==> src/logic/adctw_cfg.svh <==
`ifndef ADCTW_CFG_SVH
`define ADCTW_CFG_SVH
`define ADCTW_AW 6
`define ADCTW_DW 32
`define ADCTW_RW 12
`define ADCTW_NTRIG 16
`define ADCTW_OFS_CR0 6'h00
`define ADCTW_OFS_CR1 6'h04
`define ADCTW_OFS_START 6'h08
`define ADCTW_OFS_VTH 6'h14
`define ADCTW_OFS_VTL 6'h18
`define ADCTW_OFS_TRIG 6'h1C
`define ADCTW_OFS_RES0 6'h20
`define ADCTW_OFS_IER 6'h34
`define ADCTW_OFS_ICR 6'h38
`define ADCTW_OFS_ISR 6'h3C
`define ADCTW_CR0_MODE_HI 4
`define ADCTW_CR0_MODE_LO 2
`define ADCTW_CR0_TEMP_SENSOR_ENABLE 5
`define ADCTW_CR0_BUF 13
`define ADCTW_CR1_CHANNEL_SELECT_HI 3
`define ADCTW_CR1_CHANNEL_SELECT_LO 0
`define ADCTW_CR1_WDCH_HI 7
`define ADCTW_CR1_WDCH_LO 4
`define ADCTW_CR1_WDALL 8
`define ADCTW_START_BIT 0
`define ADCTW_CH_TEMP 4'hE
`define ADCTW_MODE_SINGLE 3'h0
`define ADCTW_NFLAG 7
`define ADCTW_F_EOC 0
`define ADCTW_F_EOS 1
`define ADCTW_F_EOA 2
`define ADCTW_F_LOW 3
`define ADCTW_F_HIGH 4
`define ADCTW_F_INR 5
`define ADCTW_F_OVW 6
`define ADCTW_RST_CR0 16'h0000
`define ADCTW_RST_CR1 9'h000
`define ADCTW_RST_TRIG 16'h0000
`define ADCTW_RST_VTH 12'hFFF
`define ADCTW_RST_VTL 12'h000
`define ADCTW_RST_FLAG 7'h00
`define ADCTW_RST_RES 12'h000
`define ADCTW_RST_CHAN 4'h0
`endif

==> src/logic/adctw_pkg.sv <==
package adctw_pkg;
  typedef enum logic [0:0] {
    st_idle = 1'b0,
    st_busy = 1'b1
  } adctw_state_type;
  typedef logic [11:0] adctw_sample_type;
endpackage : adctw_pkg

==> src/logic/adctw_cmp_if.sv <==
`timescale 1ns/10ps
interface adctw_cmp_if;
  logic valid;
  adctw_pkg::adctw_sample_type result;
  adctw_pkg::adctw_sample_type vth;
  adctw_pkg::adctw_sample_type vtl;
  logic armed;
  logic hit_high;
  logic hit_low;
  logic hit_inr;
  modport ctrl (output valid, result, vth, vtl, armed, input hit_high, hit_low, hit_inr);
  modport cmp (input valid, result, vth, vtl, armed, output hit_high, hit_low, hit_inr);
endinterface : adctw_cmp_if

==> src/logic/adctw_top.sv <==
// Overview of operation
// - Start on software bit or enabled trigger.
// - Sixteen independent trigger enable bits.
// - Bits 15,14,12: port B pin groups.
// - Bits 10,4,3,2: port A pin groups.
// - Bits 13,11,9,8: I2C, SPI, serial ports.
// - Bits 7,6,5: basic timers three, two, one.
// - Bit 1 general timer, bit 0 advanced.
// - Watchdog needs global enable and channel match.
// - Enabled watchdog flags request interrupt.
// - High flag when result at/above high.
// - Low flag when result below low.
// - In-range flag between low and high.
// - Temperature sensor enable resets off.
// - Channel code 0x0E routes temperature sensor.
// - Mode 0: single conversion into slot zero.
// - Overflow flag and its interrupt.
// - All-conversions-done flag and its interrupt.
// - Sequence-done flag and its interrupt.
// - Conversion-complete flag and its interrupt.
// - Writing 0 clears a flag, 1 keeps.
// - Trigger select register at offset 0x1C.
//
// Our own choices: the address map and the strobed register port.
`timescale 1ns/10ps
`include "adctw_cfg.svh"
module adctw_top (
  input wire logic sys_clk_i, // Block clock, 200 MHz.
  input wire logic sys_rst_i, // Asynchronous reset, active high.
  input wire logic [`ADCTW_AW-1:0] reg_addr_i, // Register byte address.
  input wire logic [`ADCTW_DW-1:0] reg_wdata_i, // Write data.
  input wire logic reg_wr_i, // Write strobe.
  input wire logic reg_rd_i, // Read strobe.
  output logic [`ADCTW_DW-1:0] reg_rdata_o, // Read data, cycle after strobe.
  input wire logic portb_hi_group_trig_i, // Port B pins 7..4 interrupt.
  input wire logic portb_mid_group_trig_i, // Port B pins 3..2 interrupt.
  input wire logic portb_lo_group_trig_i, // Port B pins 1..0 interrupt.
  input wire logic porta_top_group_trig_i, // Port A pins 7..6 interrupt.
  input wire logic porta_upper_group_trig_i, // Port A pins 5..4 interrupt.
  input wire logic porta_mid_group_trig_i, // Port A pins 3..2 interrupt.
  input wire logic porta_lo_group_trig_i, // Port A pins 1..0 interrupt.
  input wire logic i2c_irq_i, // I2C interrupt.
  input wire logic spi_irq_i, // SPI interrupt.
  input wire logic serial_port_two_irq_i, // Second serial port interrupt.
  input wire logic serial_port_one_irq_i, // First serial port interrupt.
  input wire logic basic_timer_three_irq_i, // Basic timer three interrupt.
  input wire logic basic_timer_two_irq_i, // Basic timer two interrupt.
  input wire logic basic_timer_one_irq_i, // Basic timer one interrupt.
  input wire logic general_timer_irq_i, // General timer interrupt.
  input wire logic advanced_timer_trig_i, // Advanced timer trigger output.
  output logic conv_start_o, // One-cycle start pulse to converter.
  output logic [3:0] conv_channel_o, // Channel for the conversion.
  output logic [2:0] conv_mode_o, // Conversion mode code.
  output logic temp_sensor_enable_o, // Temperature sensor power.
  output logic temp_route_o, // Sensor routed to converter input.
  output logic follower_enable_o, // Built-in input follower on.
  input wire logic conv_done_i, // Converter result valid pulse.
  input wire logic [`ADCTW_RW-1:0] conv_result_i, // Converter result.
  input wire logic sequence_done_i, // Sequence finished pulse.
  input wire logic all_conversions_done_i, // Multiple conversions finished pulse.
  output logic irq_o // Converter interrupt request.
);
  logic [15:0] ctrl0_q;
  logic [8:0] ctrl1_q;
  logic [`ADCTW_NTRIG-1:0] conversion_trigger_select_q;
  adctw_pkg::adctw_sample_type high_threshold_q;
  adctw_pkg::adctw_sample_type low_threshold_q;
  adctw_pkg::adctw_sample_type result_slot_zero_q;
  logic [`ADCTW_NFLAG-1:0] irq_enable_reg_q;
  logic [`ADCTW_NFLAG-1:0] irq_flag_reg_q;
  logic [`ADCTW_NFLAG-1:0] irq_flag_reg_d;
  logic [`ADCTW_NFLAG-1:0] flag_set;
  logic [`ADCTW_NFLAG-1:0] flag_keep;
  logic [3:0] conv_chan_q;
  logic [`ADCTW_DW-1:0] rdata_q;
  logic [`ADCTW_DW-1:0] rdata_d;
  adctw_pkg::adctw_state_type state_q;
  logic [`ADCTW_NTRIG-1:0] trig_src;
  logic trig_hit;
  logic sw_start;
  logic launch;
  logic [3:0] channel_select;
  logic [3:0] watchdog_channel_select;
  logic watchdog_global_enable;
  adctw_cmp_if wd_bus ();

  assign channel_select = ctrl1_q[`ADCTW_CR1_CHANNEL_SELECT_HI:`ADCTW_CR1_CHANNEL_SELECT_LO];
  assign watchdog_channel_select = ctrl1_q[`ADCTW_CR1_WDCH_HI:`ADCTW_CR1_WDCH_LO];
  assign watchdog_global_enable = ctrl1_q[`ADCTW_CR1_WDALL];

  // Trigger vector in the order of the select register bits.
  assign trig_src[15] = portb_hi_group_trig_i;
  assign trig_src[14] = portb_mid_group_trig_i;
  assign trig_src[13] = i2c_irq_i;
  assign trig_src[12] = portb_lo_group_trig_i;
  assign trig_src[11] = spi_irq_i;
  assign trig_src[10] = porta_top_group_trig_i;
  assign trig_src[9] = serial_port_two_irq_i;
  assign trig_src[8] = serial_port_one_irq_i;
  assign trig_src[7] = basic_timer_three_irq_i;
  assign trig_src[6] = basic_timer_two_irq_i;
  assign trig_src[5] = basic_timer_one_irq_i;
  assign trig_src[4] = porta_upper_group_trig_i;
  assign trig_src[3] = porta_mid_group_trig_i;
  assign trig_src[2] = porta_lo_group_trig_i;
  assign trig_src[1] = general_timer_irq_i;
  assign trig_src[0] = advanced_timer_trig_i;

  adctw_trig #(
    .NSRC(`ADCTW_NTRIG)
  ) u_trig (
    .sys_clk_i(sys_clk_i),
    .sys_rst_i(sys_rst_i),
    .src_i(trig_src),
    .en_i(conversion_trigger_select_q),
    .hit_o(trig_hit)
  );

  assign sw_start = reg_wr_i && (reg_addr_i == `ADCTW_OFS_START) &&
                    reg_wdata_i[`ADCTW_START_BIT];
  // Starts are dropped, not queued, while a conversion runs.
  assign launch = (sw_start | trig_hit) & (state_q == adctw_pkg::st_idle);
  assign conv_start_o = launch;

  always_ff @(posedge sys_clk_i or posedge sys_rst_i) begin
    if (sys_rst_i) begin
      state_q <= adctw_pkg::st_idle;
    end else begin
      case (state_q)
        adctw_pkg::st_idle: begin
          if (launch) begin
            state_q <= adctw_pkg::st_busy;
          end
        end
        adctw_pkg::st_busy: begin
          if (conv_done_i) begin
            state_q <= adctw_pkg::st_idle;
          end
        end
        default: begin
          state_q <= adctw_pkg::st_idle;
        end
      endcase
    end
  end

  // The channel is latched at launch so that a rewrite during a conversion
  // cannot mislabel the result seen by the watchdog.
  always_ff @(posedge sys_clk_i or posedge sys_rst_i) begin
    if (sys_rst_i) begin
      conv_chan_q <= `ADCTW_RST_CHAN;
    end else if (launch) begin
      conv_chan_q <= channel_select;
    end
  end

  always_ff @(posedge sys_clk_i or posedge sys_rst_i) begin
    if (sys_rst_i) begin
      ctrl0_q <= `ADCTW_RST_CR0;
    end else if (reg_wr_i && (reg_addr_i == `ADCTW_OFS_CR0)) begin
      ctrl0_q <= reg_wdata_i[15:0];
    end
  end

  always_ff @(posedge sys_clk_i or posedge sys_rst_i) begin
    if (sys_rst_i) begin
      ctrl1_q <= `ADCTW_RST_CR1;
    end else if (reg_wr_i && (reg_addr_i == `ADCTW_OFS_CR1)) begin
      ctrl1_q <= reg_wdata_i[8:0];
    end
  end

  always_ff @(posedge sys_clk_i or posedge sys_rst_i) begin
    if (sys_rst_i) begin
      conversion_trigger_select_q <= `ADCTW_RST_TRIG;
    end else if (reg_wr_i && (reg_addr_i == `ADCTW_OFS_TRIG)) begin
      conversion_trigger_select_q <= reg_wdata_i[`ADCTW_NTRIG-1:0];
    end
  end

  always_ff @(posedge sys_clk_i or posedge sys_rst_i) begin
    if (sys_rst_i) begin
      high_threshold_q <= `ADCTW_RST_VTH;
      low_threshold_q <= `ADCTW_RST_VTL;
    end else if (reg_wr_i && (reg_addr_i == `ADCTW_OFS_VTH)) begin
      high_threshold_q <= reg_wdata_i[`ADCTW_RW-1:0];
    end else if (reg_wr_i && (reg_addr_i == `ADCTW_OFS_VTL)) begin
      low_threshold_q <= reg_wdata_i[`ADCTW_RW-1:0];
    end
  end

  always_ff @(posedge sys_clk_i or posedge sys_rst_i) begin
    if (sys_rst_i) begin
      irq_enable_reg_q <= `ADCTW_RST_FLAG;
    end else if (reg_wr_i && (reg_addr_i == `ADCTW_OFS_IER)) begin
      irq_enable_reg_q <= reg_wdata_i[`ADCTW_NFLAG-1:0];
    end
  end

  // Every mode lands its latest result here; mode 0 reads it directly.
  always_ff @(posedge sys_clk_i or posedge sys_rst_i) begin
    if (sys_rst_i) begin
      result_slot_zero_q <= `ADCTW_RST_RES;
    end else if (conv_done_i) begin
      result_slot_zero_q <= conv_result_i;
    end
  end

  assign wd_bus.valid = conv_done_i;
  assign wd_bus.result = conv_result_i;
  assign wd_bus.vth = high_threshold_q;
  assign wd_bus.vtl = low_threshold_q;
  assign wd_bus.armed = watchdog_global_enable &&
                        (conv_chan_q == watchdog_channel_select);

  adctw_wdog u_wdog (
    .cmp(wd_bus.cmp)
  );

  always_comb begin
    flag_set = '0;
    flag_set[`ADCTW_F_EOC] = conv_done_i;
    // A new result while the previous completion is still flagged is lost data.
    flag_set[`ADCTW_F_OVW] = conv_done_i & irq_flag_reg_q[`ADCTW_F_EOC];
    flag_set[`ADCTW_F_EOS] = sequence_done_i;
    flag_set[`ADCTW_F_EOA] = all_conversions_done_i;
    flag_set[`ADCTW_F_HIGH] = wd_bus.hit_high;
    flag_set[`ADCTW_F_LOW] = wd_bus.hit_low;
    flag_set[`ADCTW_F_INR] = wd_bus.hit_inr;
  end

  always_comb begin
    flag_keep = '1;
    if (reg_wr_i && (reg_addr_i == `ADCTW_OFS_ICR)) begin
      flag_keep = reg_wdata_i[`ADCTW_NFLAG-1:0];
    end
  end

  // A set arriving with its clear wins, so no event is lost.
  assign irq_flag_reg_d = (irq_flag_reg_q & flag_keep) | flag_set;

  always_ff @(posedge sys_clk_i or posedge sys_rst_i) begin
    if (sys_rst_i) begin
      irq_flag_reg_q <= `ADCTW_RST_FLAG;
    end else begin
      irq_flag_reg_q <= irq_flag_reg_d;
    end
  end

  assign irq_o = |(irq_flag_reg_q & irq_enable_reg_q);

  always_comb begin
    rdata_d = '0;
    if (reg_addr_i == `ADCTW_OFS_CR0) begin
      rdata_d[15:0] = ctrl0_q;
    end else if (reg_addr_i == `ADCTW_OFS_CR1) begin
      rdata_d[8:0] = ctrl1_q;
    end else if (reg_addr_i == `ADCTW_OFS_START) begin
      rdata_d[`ADCTW_START_BIT] = (state_q == adctw_pkg::st_busy);
    end else if (reg_addr_i == `ADCTW_OFS_VTH) begin
      rdata_d[`ADCTW_RW-1:0] = high_threshold_q;
    end else if (reg_addr_i == `ADCTW_OFS_VTL) begin
      rdata_d[`ADCTW_RW-1:0] = low_threshold_q;
    end else if (reg_addr_i == `ADCTW_OFS_TRIG) begin
      rdata_d[`ADCTW_NTRIG-1:0] = conversion_trigger_select_q;
    end else if (reg_addr_i == `ADCTW_OFS_RES0) begin
      rdata_d[`ADCTW_RW-1:0] = result_slot_zero_q;
    end else if (reg_addr_i == `ADCTW_OFS_IER) begin
      rdata_d[`ADCTW_NFLAG-1:0] = irq_enable_reg_q;
    end else if (reg_addr_i == `ADCTW_OFS_ISR) begin
      rdata_d[`ADCTW_NFLAG-1:0] = irq_flag_reg_q;
    end
  end

  // The data stand for one cycle only; idle cycles return zero.
  always_ff @(posedge sys_clk_i or posedge sys_rst_i) begin
    if (sys_rst_i) begin
      rdata_q <= '0;
    end else if (reg_rd_i) begin
      rdata_q <= rdata_d;
    end else begin
      rdata_q <= '0;
    end
  end

  assign reg_rdata_o = rdata_q;
  assign conv_channel_o = conv_chan_q;
  assign conv_mode_o = ctrl0_q[`ADCTW_CR0_MODE_HI:`ADCTW_CR0_MODE_LO];
  assign temp_sensor_enable_o = ctrl0_q[`ADCTW_CR0_TEMP_SENSOR_ENABLE];
  assign temp_route_o = (conv_chan_q == `ADCTW_CH_TEMP);
  // The follower is only software's to switch; the sensor path needs it on.
  assign follower_enable_o = ctrl0_q[`ADCTW_CR0_BUF];
endmodule : adctw_top

==> src/logic/adctw_trig.sv <==
`timescale 1ns/10ps
module adctw_trig #(
  parameter int NSRC = 16
) (
  input wire logic sys_clk_i, // Block clock.
  input wire logic sys_rst_i, // Asynchronous reset.
  input wire logic [NSRC-1:0] src_i, // Raw trigger levels.
  input wire logic [NSRC-1:0] en_i, // Per-source enables.
  output logic hit_o // Enabled rising edge seen.
);
  logic [NSRC-1:0] prev_q;
  logic [NSRC-1:0] rise;
  generate
    if (NSRC < 1) begin : g_bad
      $error("adctw_trig needs at least one source");
    end
    for (genvar i = 0; i < NSRC; i++) begin : g_src
      // A held-high interrupt line must launch only one conversion.
      always_ff @(posedge sys_clk_i or posedge sys_rst_i) begin
        if (sys_rst_i) begin
          prev_q[i] <= 1'b0;
        end else begin
          prev_q[i] <= src_i[i];
        end
      end
      assign rise[i] = src_i[i] & ~prev_q[i] & en_i[i];
    end
  endgenerate
  assign hit_o = |rise;
endmodule : adctw_trig

==> src/logic/adctw_wdog.sv <==
`timescale 1ns/10ps
module adctw_wdog (
  adctw_cmp_if.cmp cmp // Comparison request and verdict.
);
  logic go;
  assign go = cmp.valid & cmp.armed;
  assign cmp.hit_high = go & (cmp.result >= cmp.vth);
  assign cmp.hit_low = go & (cmp.result < cmp.vtl);
  assign cmp.hit_inr = go & (cmp.result >= cmp.vtl) & (cmp.result < cmp.vth);
endmodule : adctw_wdog

==> config.mk <==
export PLATFORM = sky130hd
export DESIGN_NAME = adctw_top
export DESIGN_NICKNAME = d
export VERILOG_FILES = /design/src/logic/adctw_pkg.sv /design/src/logic/adctw_cmp_if.sv /design/src/logic/adctw_top.sv /design/src/logic/adctw_trig.sv /design/src/logic/adctw_wdog.sv
export VERILOG_INCLUDE_DIRS = /design/src /design/src/logic
export SDC_FILE = /design/constraint.sdc
export NUM_CORES = 1
export LEC_CHECK = 0
export ABC_AREA = 1
export CAP_MARGIN = 20
export CORE_MARGIN = 3
export CORE_UTILIZATION = 48
export CTS_CLUSTER_DIAMETER = 50
export DETAILED_ROUTE_END_ITERATION = 8
export DONT_BUFFER_PORTS = 1
export GPL_ROUTABILITY_DRIVEN = 0
export PLACE_DENSITY = 0.72
export SLEW_MARGIN = 20
export SYNTH_ARGS = -nofsm -noshare
export SYNTH_HDL_FRONTEND = slang
export SYNTH_SLANG_ARGS = --single-unit
==> constraint.sdc <==
create_clock -name sys_clk_i -period 9.9 [get_ports sys_clk_i]
set_clock_uncertainty 0.2 [all_clocks]
set_input_delay 2.475 -clock sys_clk_i [delete_from_list [all_inputs] [get_ports sys_clk_i]]
set_output_delay 2.475 -clock sys_clk_i [all_outputs]
set_load 0.02 [all_outputs]
==> results.md <==
- CTS max path bufs: 2
- Placed Instances: 872
- WHS: 0.283 ns
- R2R Path End: irq_flag_reg_q[5]
- Initial antenna violation count: 0
- Global-route wire length before repair: 25,100 um
- Worst-path fanout max: 14
- Slew headroom: ~46%
- DIE AREA: 14,500 um2
- Port buffer count: 0
- Critical Path RT: roughly 7.2 ns
- Final instance area: between 6000 and 7000 um2
- Hold Vio Cnt, Final: 0
- Grt total ovfl: 0
- Period utilisation layout: roughly two thirds
- FP Rows: 41
- Synth warn: 0
- Reg2Reg Setup Slack: between 7 and 8 ns
- Register share of total power: a little under half
- Unrepaired setup endpoints after global routing: no
- Remaining antenna violation count after routing: 0
- Non-Filler Instances: 904
- Final setup fails: 0
- Post_cts resized: 0
- Crit Path Category: input port to output port
- Initial Util: about 49%
- Crit-path max cell delay: 0.30 ns
- Core box area: 12,700 um2
- Worst Max-Slew Pin Slew: 0.805 ns
- Die height: about 120 um
- CP cell instances: nor2_4, nand3_2, nor2_1, nand3_1, nand2_1, nor2_1, nand2_1, nand2_1, inv_1
- Drt drc: 0
- Final WL: approximately 16,000 um
- Leak Pwr: ~3.2 nW
- Synthesized area: approximately 6300 um2
- Crit path buffers/inverters: 1
- Layout area overhead: 8.80%
- Cell Pwr Density: ~200 nW/um2
- CTS Hold Bufs: 0
- N_diodes: 0
- Clk Latency, worst-skew pair: 0.43 ns
- Area post-placement: around 6300 um2
- Critical path startpoint category: input port
- Syn Area/Cell: 8.64 um2
- Post CTS Setup Buffer Count: 0
- Combinational Power Share: approximately 13%
- Clk pwr share: 40.5%
- Worst vdd rail ir drop: approximately 0.17 mV
- Final TNS setup: 0 ns
- Share of layout cells above drive strength 1: between 10% and 20%
- Hold EP: ctrl0_q[1]
- Most frequent CP cell: nand2_1
- DP Wirelength: about 11,000 um
- Drt first-iter violations: about 330
- CP arrival: about 4 ns
- Critical R2R Launch: high_threshold_q[11]
- Hold depth: 2
- Vias in the first global route: between 4k and 5k
- Yosys reg bits: 128
- Seq/Total Area, Yosys: roughly half
- Io pins: around 120
- Int Pwr: ~970 uW
- Worst Setup End Kind: output port
- Vias/cell: 5.51
- Crit path max-delay family: simple AND/OR/NAND/NOR gates
- F_max: between 0.1 and 0.15 GHz
- Hold path startpoint: ctrl0_q[1]
- Net Sw Power: 419 uW
- Mapped Cells: roughly 730
- Post-DR wirelength/cell: ~17 um
- TritonRoute pass-1 iters: 5
- Pins Over Slew Limit: 0
- H-Tree Level Count: 4
- Clk sinks: about 130
- Clk slew on worst S/H paths: 0.06 ns
- Total CTS buffers: 17
- Sw Ratio: 30.2%
- Max_cap viols: 0
- Die W: around 120 um
- Total global routing track utilization: 22.7%
- Vias: about 5.0k
- Max stage delay cell, worst path: nor2_4
- Layout Nets: ~800
- Clock Root Buffer: clkbuf_16
- Largest net degree at the start of global routing: between 60 and 70
- CTS tree: built
- Reg2Reg Depth: 9
- Status: complete, no violations
- Final Critical Period: roughly 6.7 ns
- Worst hold path type: flip-flop to flip-flop
- Synth unique cells: 35
## flip-flops by register name (all words and copies together), names as in the netlist
register and cells:
irq_enable_reg_q 7, state_q 1, result_slot_zero_q 12, irq_flag_reg_q 7, low_threshold_q 12, reg_rdata_o 16, high_threshold_q 12, conv_channel_o 4
conversion_trigger_select_q 16, ctrl0_q 16, ctrl1_q 9, u_trig.prev_q 16
## cell families (layout without fill, tap and decap cells)
| family | after synthesis | in the layout | synth area share [%] |
|---|---|---|---|
| and+or+nand+nor | 266 | 266 | 19.0 |
| other | 1 | 16 | 0.0598 |
| AOI/OAI and AO/OA | 180 | 180 | 15.4 |
| buffers and inverters | 126 | 117 | 9.34 |
| adders and majority gates | 24 | 24 | 4.79 |
| DFF | 128 | 128 | 51.3 |
| xor gates and xnor gates | 1 | 1 | 0.140 |
## area by class of cell
type	count	area, um2
flip-flops and latches	128	3220
clock inverters	14	111
repair buffers	1	7.51
clock buffers	18	429
multi-input cells	487	2520
well taps	172	215
fillers	1179	5900
inverters	84	318
## power groups by stage
stage	sequential (mW)	combinational, mW	clock [mW]
final	0.654	0.174	0.562
after detailed placement	0.661	0.173	0
after global routing	0.660	0.201	0.592
after floorplan	0.642	0.148	0
after global placement	0.658	0.163	0
after CTS	0.652	0.174	0.570
## stage by stage
stage / util, % / power [mW] / setup WS [ns]
after floorplan: - / 0.791 / 3.76
after global placement: 49.4 / 0.821 / 3.24
after detailed placement: 49.4 / 0.833 / 3.23
after CTS: 53.6 / 1.40 / 3.23
after global routing: 53.6 / 1.45 / 3.06
final: 53.6 / 1.39 / 3.22
## routing by layer
metal | up-vias | GRT usage, % | wire, um
met5 | - | 0 | 0
met4 | 0 | 10.3 | 542
met1 | 2391 | 27.6 | 6340
li1 | 2341 | - | -
met2 | 206 | 36.0 | 7440
met3 | 40 | 8.84 | 1380
## worst max path at each step
stage	cells past startpoint	endpoint	startpoint
6_report	9	conv_start_o	reg_addr_i[1]
5_1_grt	9	conv_start_o	reg_addr_i[1]
3_3_place_gp	9	conv_start_o	reg_addr_i[1]
2_1_floorplan	9	conv_start_o	reg_addr_i[1]
4_1_cts	9	conv_start_o	reg_addr_i[1]
3_5_place_dp	9	conv_start_o	reg_addr_i[1]
## cells in the final DEF, fill, tap and decap left out, drive strengths merged
master / count
nor3b: 1
nand3b: 6
o21a: 1
conb: 16
buf: 1
dfrtp: 116
a22o: 1
a21oi: 42
o21ai: 122
nand2: 173
nor2: 42
nor4: 1
clkbuf: 18
a221oi: 1
clkinvlp: 3
nor3: 3
o2111ai: 1
o22ai: 12
xor2: 1
nand3: 23
clkinv: 8
nand4: 17
inv: 87
ha: 24
dfstp: 12
## worst register-to-register path, delay by kind of cell, from the launching register on
kind,cells,cell delay (ns)
AND/OR/NAND/NOR,6,0.67
adder cells (fa/ha/maj),1,0.29
AO/OA/AOI/OAI,1,0.08
buffers and inverters,1,0.04
flip-flops,1,0.54
## synth_stat cells
| master | n | area, um2 |
|---|---|---|
| a21oi_1 | 42 | 210 |
| a221oi_1 | 1 | 8.76 |
| a22o_1 | 1 | 8.76 |
| buf_2 | 11 | 55.1 |
| buf_4 | 20 | 150 |
| buf_6 | 3 | 33.8 |
| clkbuf_1 | 7 | 26.3 |
| clkbuf_2 | 1 | 5.00 |
| conb_1 | 1 | 3.75 |
| dfrtp_1 | 116 | 2900 |
| dfstp_2 | 12 | 315 |
| ha_1 | 24 | 300 |
| inv_1 | 78 | 293 |
| inv_2 | 6 | 22.5 |
| nand2_1 | 165 | 619 |
| nand2_2 | 7 | 43.8 |
| nand2_4 | 1 | 11.3 |
| nand3_1 | 21 | 105 |
| nand3_2 | 2 | 20.0 |
| nand3b_1 | 6 | 45.0 |
| nand4_1 | 16 | 100 |
| nand4_2 | 1 | 12.5 |
| nor2_1 | 37 | 139 |
| nor2_2 | 1 | 6.26 |
| nor2_4 | 4 | 45.0 |
| nor3_1 | 3 | 15.0 |
| nor3b_1 | 1 | 7.51 |
| nor4_4 | 1 | 21.3 |
| o2111ai_1 | 1 | 8.76 |
| o21a_1 | 1 | 7.51 |
| o21ai_0 | 106 | 531 |
| o21ai_1 | 7 | 35.0 |
| o21ai_2 | 9 | 78.8 |
| o22ai_1 | 12 | 75.1 |
| xor2_1 | 1 | 8.76 |
(Power assumes the default switching activity.)
